==> config.mk <==
export PLATFORM = sky130hd
export DESIGN_NAME = line_trigger_rescale_exposure
export DESIGN_NICKNAME = d
export VERILOG_FILES = /design/src/shared/line_trig_pkg.sv /design/src/hw/line_trigger_rescale_exposure.sv
export SDC_FILE = /design/constraint.sdc
export NUM_CORES = 2
export LEC_CHECK = 0
export BUFFER_PORTS_ARGS = -buffer_cell sky130_fd_sc_hd__buf_2
export CAP_MARGIN = 20
export CELL_PAD_IN_SITES_DETAIL_PLACEMENT = 0
export CELL_PAD_IN_SITES_GLOBAL_PLACEMENT = 2
export CORE_UTILIZATION = 34
export CTS_CLUSTER_DIAMETER = 40
export DETAILED_ROUTE_END_ITERATION = 12
export PLACE_DENSITY_LB_ADDON = 0.3
export SLEW_MARGIN = 40
export SYNTH_ARGS = -nofsm -noshare
export SYNTH_HDL_FRONTEND = slang
export SYNTH_SLANG_ARGS = --single-unit
==> constraint.sdc <==
create_clock -name i_clk -period 20.9 [get_ports i_clk]
set_input_delay 2.09 -clock i_clk [delete_from_list [all_inputs] [get_ports i_clk]]
set_output_delay 2.09 -clock i_clk [all_outputs]
set_load 0.03 [all_outputs]
==> src/shared/line_trig_pkg.sv <==
package line_trig_pkg;

    // ----------------------------------------------------------------
    // Register map (byte addresses, one 32-bit word each)
    // ----------------------------------------------------------------
    localparam int ADDR_W = 6;
    localparam logic [5:0] OFF_CTRL = 6'h00;  // Control fields, see ctrl_t.
    localparam logic [5:0] OFF_EXPOSURE = 6'h04;  // Programmed exposure in us.
    localparam logic [5:0] OFF_UP = 6'h08;  // Up-scale factor.
    localparam logic [5:0] OFF_DOWN = 6'h0c;  // Down-scale factor.
    localparam logic [5:0] OFF_WINDOW = 6'h10;  // Jitter window select.
    localparam logic [5:0] OFF_FREE_PERIOD = 6'h14;  // Free-run period in cycles.
    localparam logic [5:0] OFF_WIDTH = 6'h18;  // Image width in pixels.
    localparam logic [5:0] OFF_STATUS = 6'h1c;  // Live state, read only.
    localparam logic [5:0] OFF_LINES = 6'h20;  // Accepted line count, read only.
    localparam logic [5:0] OFF_AVG = 6'h24;  // Averaged trigger period, read only.

    // ----------------------------------------------------------------
    // Field layout and reset values
    // ----------------------------------------------------------------
    localparam int CTRL_W = 9;
    localparam logic [1:0] EDGE_POS = 2'h0;  // positive_edge_setting
    localparam logic [1:0] EDGE_NEG = 2'h1;  // negative_edge_setting
    localparam logic [1:0] EDGE_BOTH = 2'h2;  // both_edges_setting
    localparam logic [8:0] CTRL_RST = 9'h000;
    localparam logic [15:0] EXP_RST = 16'h0064;
    localparam logic [10:0] SCALE_RST = 11'h001;
    localparam logic [2:0] WIN_RST = 3'h0;
    localparam logic [23:0] FREE_PERIOD_RST = 24'h002710;
    localparam logic [14:0] WIDTH_RST = 15'h1000;

    // ----------------------------------------------------------------
    // Limits and timing
    // ----------------------------------------------------------------
    localparam int CLK_PERIOD_NS = 10;
    localparam int CLK_MHZ = 1000 / CLK_PERIOD_NS;
    localparam int CYC_PER_US = 1000 / CLK_PERIOD_NS;
    localparam int EXP_OFFSET_NS = 2460;
    localparam int EXP_OFFSET_CYC = (EXP_OFFSET_NS + CLK_PERIOD_NS - 1) / CLK_PERIOD_NS;
    localparam logic [15:0] EXP_MIN_US = 16'h0001;
    localparam logic [15:0] EXP_MAX_US = 16'h03e8;
    localparam logic [15:0] SCALE_MIN = 16'h0001;
    localparam logic [15:0] SCALE_MAX = 16'h0400;
    localparam int WIN_LOG2_MIN = 4;
    localparam logic [2:0] WIN_SEL_MAX = 3'h5;
    localparam int PIX_FAST_MHZ = 85;
    localparam int PIX_SLOW_MHZ = 50;
    localparam int RO_FRAC = 6;
    localparam int RO_K_FAST = ((CLK_MHZ << RO_FRAC) + PIX_FAST_MHZ - 1) / PIX_FAST_MHZ;
    localparam int RO_K_SLOW = ((CLK_MHZ << RO_FRAC) + PIX_SLOW_MHZ - 1) / PIX_SLOW_MHZ;

    // Control word carried as one packed group.
    typedef struct packed {
        logic [1:0] tap_log2;   // Output lanes: 1, 2, 4 or 8.
        logic pix_slow;         // Readout pixel clock at the slower rate.
        logic scaler_en;        // rate_scaler in use.
        logic width_mode;       // Exposure follows the trigger pulse.
        logic [1:0] edge_sel;   // edge_select.
        logic ext_en;           // Lines started from external_trigger_pin.
        logic acq_run;          // Acquisition running.
    } ctrl_t;

    // Exposure sequencer states.
    typedef enum logic [1:0] {
        ST_IDLE = 2'b00,
        ST_TIMED = 2'b01,
        ST_WIDTH = 2'b10
    } exp_state_t;

endpackage : line_trig_pkg

==> src/hw/line_trigger_rescale_exposure.sv <==
`timescale 1ns/1ps
module line_trigger_rescale_exposure (
    input wire logic i_clk,
    input wire logic i_reset_n,
    input wire logic i_trig_pin,
    input wire logic [5:0] i_addr,
    input wire logic [31:0] i_wr_data,
    input wire logic i_wr_en,
    input wire logic i_rd_en,
    output logic [31:0] o_rd_data,
    output logic o_line_start,
    output logic o_exposing,
    output logic o_readout
);

    // ----------------------------------------------------------------
    // Register file
    // ----------------------------------------------------------------
    line_trig_pkg::ctrl_t ctrl_ff;  // Mode and edge selection.
    logic [15:0] exp_us_ff;  // Clamped exposure time in microseconds.
    logic [10:0] up_ff;  // Clamped up-scale factor.
    logic [10:0] down_ff;  // Clamped down-scale factor.
    logic [2:0] win_sel_ff;  // scaler_jitter_window, window_sixteen is zero.
    logic [23:0] free_period_ff;  // Free-run line period in cycles.
    logic [14:0] width_ff;  // Image width in pixels.
    logic [31:0] rd_data_ff;  // Read data, valid one cycle after the strobe.

    // Write clamps keep out-of-range settings from ever reaching the datapath.
    wire [15:0] wr_low = i_wr_data[15:0];
    wire [15:0] exp_clamp = (wr_low < line_trig_pkg::EXP_MIN_US) ? line_trig_pkg::EXP_MIN_US :
        (wr_low > line_trig_pkg::EXP_MAX_US) ? line_trig_pkg::EXP_MAX_US : wr_low;
    wire [15:0] scale_wide = (wr_low < line_trig_pkg::SCALE_MIN) ? line_trig_pkg::SCALE_MIN :
        (wr_low > line_trig_pkg::SCALE_MAX) ? line_trig_pkg::SCALE_MAX : wr_low;
    wire [10:0] scale_clamp = scale_wide[10:0];
    wire [2:0] win_clamp = (i_wr_data[2:0] > line_trig_pkg::WIN_SEL_MAX) ?
        line_trig_pkg::WIN_SEL_MAX : i_wr_data[2:0];

    wire wr_ctrl = i_wr_en && (i_addr == line_trig_pkg::OFF_CTRL);
    wire wr_exp = i_wr_en && (i_addr == line_trig_pkg::OFF_EXPOSURE);
    wire wr_up = i_wr_en && (i_addr == line_trig_pkg::OFF_UP);
    wire wr_down = i_wr_en && (i_addr == line_trig_pkg::OFF_DOWN);
    wire wr_win = i_wr_en && (i_addr == line_trig_pkg::OFF_WINDOW);
    wire wr_free = i_wr_en && (i_addr == line_trig_pkg::OFF_FREE_PERIOD);
    wire wr_width = i_wr_en && (i_addr == line_trig_pkg::OFF_WIDTH);

    // Configuration registers; exposure, scale and window take clamped values on a write, the rest take the raw field.
    always_ff @(posedge i_clk or negedge i_reset_n) begin
        if (!i_reset_n) begin
            ctrl_ff <= line_trig_pkg::CTRL_RST;
            exp_us_ff <= line_trig_pkg::EXP_RST;
            up_ff <= line_trig_pkg::SCALE_RST;
            down_ff <= line_trig_pkg::SCALE_RST;
            win_sel_ff <= line_trig_pkg::WIN_RST;
            free_period_ff <= line_trig_pkg::FREE_PERIOD_RST;
            width_ff <= line_trig_pkg::WIDTH_RST;
        end else begin
            if (wr_ctrl) ctrl_ff <= i_wr_data[line_trig_pkg::CTRL_W-1:0];
            if (wr_exp) exp_us_ff <= exp_clamp;
            if (wr_up) up_ff <= scale_clamp;
            if (wr_down) down_ff <= scale_clamp;
            if (wr_win) win_sel_ff <= win_clamp;
            if (wr_free) free_period_ff <= i_wr_data[23:0];
            if (wr_width) width_ff <= i_wr_data[14:0];
        end
    end

    // ----------------------------------------------------------------
    // Trigger edge detection
    // ----------------------------------------------------------------
    logic pin_d_ff;  // Previous pin level; the pin is synchronous already.
    wire pin_rise = i_trig_pin && !pin_d_ff;
    wire pin_fall = !i_trig_pin && pin_d_ff;
    wire active_edge = (ctrl_ff.edge_sel == line_trig_pkg::EDGE_POS) ? pin_rise :
        (ctrl_ff.edge_sel == line_trig_pkg::EDGE_NEG) ? pin_fall :
        (pin_rise || pin_fall);

    // Delay stage for edge detection.
    always_ff @(posedge i_clk or negedge i_reset_n) begin
        if (!i_reset_n) begin
            pin_d_ff <= 1'b0;
        end else begin
            pin_d_ff <= i_trig_pin;
        end
    end

    // ----------------------------------------------------------------
    // Rate scaler: period averaging
    // ----------------------------------------------------------------
    logic [23:0] per_cnt_ff;  // Cycles since the last active edge, saturating.
    logic [32:0] sum_ff;  // Period sum over the current window.
    logic [9:0] win_cnt_ff;  // Periods collected in the current window.
    logic seen_ff;  // A first edge has opened a period.
    logic [23:0] avg_ff;  // Averaged period in cycles.
    logic avg_valid_ff;  // At least one full window has been averaged.

    wire scaler_on = ctrl_ff.acq_run && ctrl_ff.ext_en && ctrl_ff.scaler_en;
    wire [3:0] win_shift = 4'(line_trig_pkg::WIN_LOG2_MIN) + {1'b0, win_sel_ff};
    wire [9:0] win_last = 10'((11'h001 << win_shift) - 11'h001);
    wire [32:0] sum_next = sum_ff + {9'h000, per_cnt_ff};
    wire [32:0] avg_wide = sum_next >> win_shift;
    wire window_done = scaler_on && active_edge && seen_ff && (win_cnt_ff == win_last);
    wire per_sat = &per_cnt_ff;

    // Only a whole window updates the average, so one late encoder pulse moves the
    // line pitch by a fraction of a line instead of a full line.
    always_ff @(posedge i_clk or negedge i_reset_n) begin
        if (!i_reset_n) begin
            per_cnt_ff <= 24'h000000;
            sum_ff <= 33'h000000000;
            win_cnt_ff <= 10'h000;
            seen_ff <= 1'b0;
            avg_ff <= 24'h000000;
            avg_valid_ff <= 1'b0;
        end else if (!scaler_on) begin
            per_cnt_ff <= 24'h000000;
            sum_ff <= 33'h000000000;
            win_cnt_ff <= 10'h000;
            seen_ff <= 1'b0;
            avg_valid_ff <= 1'b0;
        end else if (active_edge) begin
            per_cnt_ff <= 24'h000001;
            seen_ff <= 1'b1;
            if (window_done) begin
                avg_ff <= avg_wide[23:0];
                avg_valid_ff <= 1'b1;
                sum_ff <= 33'h000000000;
                win_cnt_ff <= 10'h000;
            end else if (seen_ff) begin
                sum_ff <= sum_next;
                win_cnt_ff <= win_cnt_ff + 10'h001;
            end
        end else if (!per_sat) begin
            per_cnt_ff <= per_cnt_ff + 24'h000001;
        end
    end

    // ----------------------------------------------------------------
    // Rate scaler: evenly spaced trigger synthesis
    // ----------------------------------------------------------------
    // A phase accumulator gains up_ff per cycle and fires each time it passes
    // avg * down, giving up/down lines per averaged period without a divider.
    logic [35:0] acc_ff;  // Phase accumulator.
    wire [34:0] thresh = avg_ff * down_ff;
    wire [35:0] acc_sum = acc_ff + {25'h0000000, up_ff};
    wire dda_fire = avg_valid_ff && (acc_sum >= {1'b0, thresh});
    wire [35:0] acc_next = dda_fire ? (acc_sum - {1'b0, thresh}) : acc_sum;

    // The accumulator only runs once an average exists.
    always_ff @(posedge i_clk or negedge i_reset_n) begin
        if (!i_reset_n) begin
            acc_ff <= 36'h000000000;
        end else if (!avg_valid_ff) begin
            acc_ff <= 36'h000000000;
        end else begin
            acc_ff <= acc_next;
        end
    end

    // ----------------------------------------------------------------
    // Free-run trigger generator
    // ----------------------------------------------------------------
    logic [23:0] free_cnt_ff;  // Cycles into the current free-run period.
    wire free_on = ctrl_ff.acq_run && !ctrl_ff.ext_en;
    wire free_fire = free_on && (free_cnt_ff >= (free_period_ff - 24'h000001));

    // Counts whole periods; a period below the line time just saturates the rate.
    always_ff @(posedge i_clk or negedge i_reset_n) begin
        if (!i_reset_n) begin
            free_cnt_ff <= 24'h000000;
        end else if (!free_on || free_fire) begin
            free_cnt_ff <= 24'h000000;
        end else begin
            free_cnt_ff <= free_cnt_ff + 24'h000001;
        end
    end

    // ----------------------------------------------------------------
    // Line acceptance
    // ----------------------------------------------------------------
    line_trig_pkg::exp_state_t state_ff;  // Exposure sequencer state.
    line_trig_pkg::exp_state_t nxt_state;
    logic exposing_ff;  // Sensor is integrating.
    logic [16:0] exp_cnt_ff;  // Remaining cycles of a timed exposure.
    logic [16:0] ro_cnt_ff;  // Remaining readout cycles of the previous line.
    logic line_start_ff;  // One-cycle pulse per accepted line.
    logic start_level_ff;  // Pin level right after the starting edge.
    logic [31:0] lines_ff;  // Accepted lines.
    logic [15:0] overrun_ff;  // Triggers dropped because the sensor was busy.
    logic readout_ff;  // Readout timer running, registered so the pin has no glitches.

    wire ext_trig = ctrl_ff.scaler_en ? dda_fire : active_edge;
    wire trig_req = ctrl_ff.acq_run && (ctrl_ff.ext_en ? ext_trig : free_fire);
    // A new line waits for both exposure and readout to finish.
    wire busy = exposing_ff || (ro_cnt_ff != 17'h00000);
    wire accept = trig_req && !busy;
    // Pulse mode needs a real pulse, so scaled triggers always use timed exposure.
    wire use_width = ctrl_ff.ext_en && ctrl_ff.width_mode && !ctrl_ff.scaler_en;

    // Programmed time plus the fixed pad, in cycles.
    wire [16:0] exp_cyc = 17'(exp_us_ff * 16'(line_trig_pkg::CYC_PER_US))
        + 17'(line_trig_pkg::EXP_OFFSET_CYC);

    // Readout time scales with width over lane count at the selected pixel clock.
    wire [7:0] ro_k = ctrl_ff.pix_slow ? 8'(line_trig_pkg::RO_K_SLOW) :
        8'(line_trig_pkg::RO_K_FAST);
    wire [14:0] px_per_lane = width_ff >> ctrl_ff.tap_log2;
    wire [22:0] ro_prod = px_per_lane * ro_k;
    wire [16:0] ro_cyc = ro_prod[22:line_trig_pkg::RO_FRAC];

    wire width_end = (state_ff == line_trig_pkg::ST_WIDTH) && (i_trig_pin != start_level_ff);
    wire timed_end = (state_ff == line_trig_pkg::ST_TIMED) && (exp_cnt_ff == 17'h00000);
    wire exp_end = width_end || timed_end;

    // Next-state choice for the exposure sequencer.
    always_comb begin
        nxt_state = state_ff;
        unique case (state_ff)
            line_trig_pkg::ST_IDLE: begin
                if (accept) begin
                    nxt_state = use_width ? line_trig_pkg::ST_WIDTH : line_trig_pkg::ST_TIMED;
                end
            end
            line_trig_pkg::ST_TIMED: begin
                if (timed_end) nxt_state = line_trig_pkg::ST_IDLE;
            end
            line_trig_pkg::ST_WIDTH: begin
                // No counter here: the pulse alone decides the length.
                if (width_end) nxt_state = line_trig_pkg::ST_IDLE;
            end
            default: begin
                nxt_state = line_trig_pkg::ST_IDLE;
            end
        endcase
    end

    // Exposure sequencer, readout timer and line bookkeeping.
    always_ff @(posedge i_clk or negedge i_reset_n) begin
        if (!i_reset_n) begin
            state_ff <= line_trig_pkg::ST_IDLE;
            exposing_ff <= 1'b0;
            exp_cnt_ff <= 17'h00000;
            ro_cnt_ff <= 17'h00000;
            line_start_ff <= 1'b0;
            start_level_ff <= 1'b0;
            lines_ff <= 32'h00000000;
            overrun_ff <= 16'h0000;
            readout_ff <= 1'b0;
        end else begin
            state_ff <= nxt_state;
            line_start_ff <= accept;
            readout_ff <= !accept && (exp_end ? (|ro_cyc) : (ro_cnt_ff > 17'h00001));
            if (accept) begin
                exposing_ff <= 1'b1;
                exp_cnt_ff <= exp_cyc - 17'h00001;
                start_level_ff <= i_trig_pin;
                lines_ff <= lines_ff + 32'h00000001;
            end else if (exp_end) begin
                exposing_ff <= 1'b0;
                ro_cnt_ff <= ro_cyc;
            end else begin
                if (exp_cnt_ff != 17'h00000) exp_cnt_ff <= exp_cnt_ff - 17'h00001;
                if (ro_cnt_ff != 17'h00000) ro_cnt_ff <= ro_cnt_ff - 17'h00001;
            end
            if (trig_req && busy && !(&overrun_ff)) overrun_ff <= overrun_ff + 16'h0001;
        end
    end

    // ----------------------------------------------------------------
    // Read path
    // ----------------------------------------------------------------
    wire [31:0] status_word = {overrun_ff, 11'h000, avg_valid_ff, o_readout,
        exposing_ff, state_ff};
    wire [31:0] rd_mux =
        (i_addr == line_trig_pkg::OFF_CTRL) ? {23'h000000, ctrl_ff} :
        (i_addr == line_trig_pkg::OFF_EXPOSURE) ? {16'h0000, exp_us_ff} :
        (i_addr == line_trig_pkg::OFF_UP) ? {21'h000000, up_ff} :
        (i_addr == line_trig_pkg::OFF_DOWN) ? {21'h000000, down_ff} :
        (i_addr == line_trig_pkg::OFF_WINDOW) ? {29'h00000000, win_sel_ff} :
        (i_addr == line_trig_pkg::OFF_FREE_PERIOD) ? {8'h00, free_period_ff} :
        (i_addr == line_trig_pkg::OFF_WIDTH) ? {17'h00000, width_ff} :
        (i_addr == line_trig_pkg::OFF_STATUS) ? status_word :
        (i_addr == line_trig_pkg::OFF_LINES) ? lines_ff :
        (i_addr == line_trig_pkg::OFF_AVG) ? {8'h00, avg_ff} : 32'h00000000;

    // Read data stands only in the cycle after the strobe.
    always_ff @(posedge i_clk or negedge i_reset_n) begin
        if (!i_reset_n) begin
            rd_data_ff <= 32'h00000000;
        end else begin
            rd_data_ff <= i_rd_en ? rd_mux : 32'h00000000;
        end
    end

    assign o_rd_data = rd_data_ff;
    assign o_line_start = line_start_ff;
    assign o_exposing = exposing_ff;
    assign o_readout = readout_ff;

    // ----------------------------------------------------------------
    // Checks
    // ----------------------------------------------------------------
    logic [16:0] exp_len_ff;  // Helper: cycles the current exposure has lasted.
    always_ff @(posedge i_clk or negedge i_reset_n) begin
        if (!i_reset_n) begin
            exp_len_ff <= 17'h00000;
        end else begin
            exp_len_ff <= exposing_ff ? exp_len_ff + 17'h00001 : 17'h00000;
        end
    end
endmodule : line_trigger_rescale_exposure

==> flow_summary.ini <==
[floorplanning]
die_y_microns = 321
die-width_microns = 321
fp.dieArea_sq_um = 103000
core_sq_um = 100000
rows = 116
start_util_pct = 34.4
pin_count = 78

[sta]
fmax_ghz = 0.102
fin_crit_sh_pct = 46.9
worst_pin_slew_ns = 0.836
hold_violations = 0
rsz0062_at_grt = no
tns_ns = 0
final.setup_skew_ns = 0.0383
slew_viol_final = 0
min_period_ns = 9.80
slew_headroom_pct = 44.2
setup_viol = 0
hold_ws_ns = 0.478
setup_ws_ns = 11.10

[final_layout]
fin_cells = 5346
fin_nets = 4465
fill_cells = 10268
drive_gt1_share_pct = 10.3
synthToLayoutAreaGrowth_pct = 14.0
fin_util_pct = 39.2

[power]
p_sw_share_pct = 30.8
power.density_cell_area_nw_per_um2 = 72.7
ir_drop_uv = 64.0
power_frac_clock_pct = 50.6
pwr-share-comb_pct = 22.3
p_leak_uw = 0.0187
p_int_uw = 1980
switching_power_uw = 883
p_seq_share_pct = 27.1

[global_routing]
grt_overflow_total = 0
grt_antenna_before_repair = 2
grt_pass1_vias = 28570
grt_pass1_wl_microns = 165000
grt_max_degree = 76
track_usage_pct = 20.5

[synthesis]
synthCells = 3884
async_flop_share_pct = 100
synth.net_count = 4430
synth.area.top_cells = dfrtp_1, fa_1, ha_1
syn_area_per_cell_sq_um = 8.90
synth_ff_type = dfrtp_1
synth_seq_cells = 363
yosysUniqueCellTypes = 105
yosysWarnings = 0
yosysTopAreaCellShare_pct = 25.5
ys_seq_area_share_pct = 26.3
netlist_area_sq_um = 34600
synth_top_area_cell = dfrtp_1
synth_edf_count = 0

[worst_setup_path]
cp_max_fo = 31
cp.required_ns = 21.44
cpLargestDelayFamily = compound AO/OA/AOI/OAI gates
critPathLaunchType = register
max_stage_delay_ns = 0.74
endpoint_kind = register
cp_data_arrival_time_ns = 10.34
cp_slowest_cell = dfrtp_1
crit_type = register to register
crit_top_cell = fa_1
critPathBufInv = 4

[cts]
htree_levels = 3
clk_path_buf_depth = 3
clock_latency_ns = 0.67
cts-buffers-inserted = 90
ctsHoldBuffers = 0
clockRootBuffer = clkbuf_16
clock_sinks = 363
postCtsSetupRepairBufs = 0
tritoncts = done
path_clk_slew_ns = 0.05
cts.repair.resized = 0

[placed_design]
place.gp.congestion = 0.847
port_buffers = 69
hpwl_microns = 79100
dp_cells = 5184
post-place-ws_ns = 11.03

[hold_path]
worstHoldPathType = register to register

[detailed_routing]
wirelength_microns = 103000
first_pass_iters = 9
drtIter0Drc = 1568
via_count = 27819
avgRoutedWirePerCell_microns = 19.3
vias_per_cell = 5.20
drc = 0
ant_nets = 0

[outcome]
outcome = finished, final reports clean

[flow_run]
cap_violations = 0
==> layout make-up <==
cell class,instances,area [sq um],share of cell area (%)
multi-input cells,2980,23400,59.4
flip-flops and latches,363,9110,23.1
clock buffers,111,2410,6.12
well taps,1357,1700,4.31
inverters,373,1400,3.55
clock inverters,50,708,1.80
repair buffers,111,686,1.74
diodes,1,2.50,0.00635
==> cells in the final DEF (no fill, tap or decap), types with 32 or more instances in the layout <==
| master | instances |
|---|---|
| nor2b_1 | 36 |
| ha_1 | 272 |
| nor3_1 | 67 |
| nor2_1 | 300 |
| a21oi_1 | 211 |
| mux2_2 | 78 |
| fa_1 | 231 |
| and2_1 | 140 |
| xor2_1 | 156 |
| o21ai_0 | 146 |
| a21o_1 | 63 |
| mux2i_1 | 45 |
| buf_4 | 38 |
| nor4_1 | 37 |
| a211oi_1 | 38 |
| buf_2 | 68 |
| inv_1 | 371 |
| nand4_1 | 41 |
| nand3_1 | 93 |
| dfrtp_1 | 345 |
| nand2_1 | 416 |
| xnor2_1 | 141 |
| a31oi_1 | 32 |
| and3_1 | 41 |
| clkbuf_16 | 90 |
==> path summary, 6_finish.rpt <==
check	end	slack, ns	from	cells past startpoint
max reg2reg	exp_cnt_ff[15]	11.10	avg_ff[3]	30
max	exp_cnt_ff[15]	11.10	avg_ff[3]	30
min	sum_ff[21]	0.48	sum_ff[21]	2
min reg2reg	sum_ff[21]	0.48	sum_ff[21]	2
min in group asynchronous	exp_cnt_ff[11]	1.38	i_reset_n	1
max in group asynchronous	avg_ff[14]	17.12	i_reset_n	4
==> per-layer routing <==
metal	GRT usage [%]	share of wire [%]	vias to the layer above
met5	0	0.013	-
met4	6.56	2.9	2
met3	2.37	3.4	152
met2	34.2	47	465
met1	27.5	46	13766
li1	-	-	13434
==> through the flow <==
| step | instance area (sq um) | total power (uW) |
|---|---|---|
| global placement | 36300 | 1440 |
| CTS | 39400 | 2910 |
| detailed placement | 36300 | 1440 |
| floorplan | 34600 | 1250 |
| finish | 39400 | 2860 |
| global route | 39400 | 3020 |
==> worst reg2reg max path: cells and delay by family, from the launching register on <==
kind / cells / cell delay [ns]
AOI/OAI and AO/OA: 12 / 3.66
xor gates and xnor gates: 1 / 0.27
adders and majority gates: 7 / 3.15
buffers and inverters: 4 / 0.50
DFF: 1 / 0.74
muxes: 1 / 0.37
and+or+nand+nor: 5 / 1.00
==> state kept, by name (all words and copies together), names as in the netlist, 2 cells and up <==
name            flops
o_rd_data          32
avg_ff             24
sum_ff             33
exp_us_ff          16
per_cnt_ff         24
ctrl_ff             9
lines_ff           32
acc_ff             36
free_cnt_ff        24
up_ff              11
down_ff            11
ro_cnt_ff          17
state_ff            2
win_cnt_ff         10
overrun_ff         16
exp_cnt_ff         17
width_ff           15
free_period_ff     24
win_sel_ff          3
==> power groups by stage <==
stage / clock network, uW / logic [uW] / registers [uW]
finish: 1450 / 639 / 776
global route: 1510 / 731 / 777
detailed placement: 0 / 650 / 786
floorplan: 0 / 498 / 756
global placement: 0 / 650 / 786
CTS: 1480 / 654 / 776
==> cell families after synthesis <==
family / count (synthesis) / synth area share (%)
flops: 363 / 26.3
compound gates: 741 / 14.1
fa+ha+maj: 503 / 23.2
buf+inv: 541 / 6.20
mux: 130 / 4.23
xor+xnor: 297 / 7.52
simple gates: 1308 / 18.4
other cells: 1 / 0.0108
==> Yosys cell counts (93+ instances only) <==
cell / number
ha_1: 272
and2_1: 140
inv_1: 372
xnor2_1: 141
xor2_1: 156
nand2_1: 417
clkbuf_1: 143
nand3_1: 93
nor2_1: 302
fa_1: 231
dfrtp_1: 352
a21oi_1: 213
o21ai_0: 146
No activity file was read; power rests on OpenSTA's default activity.
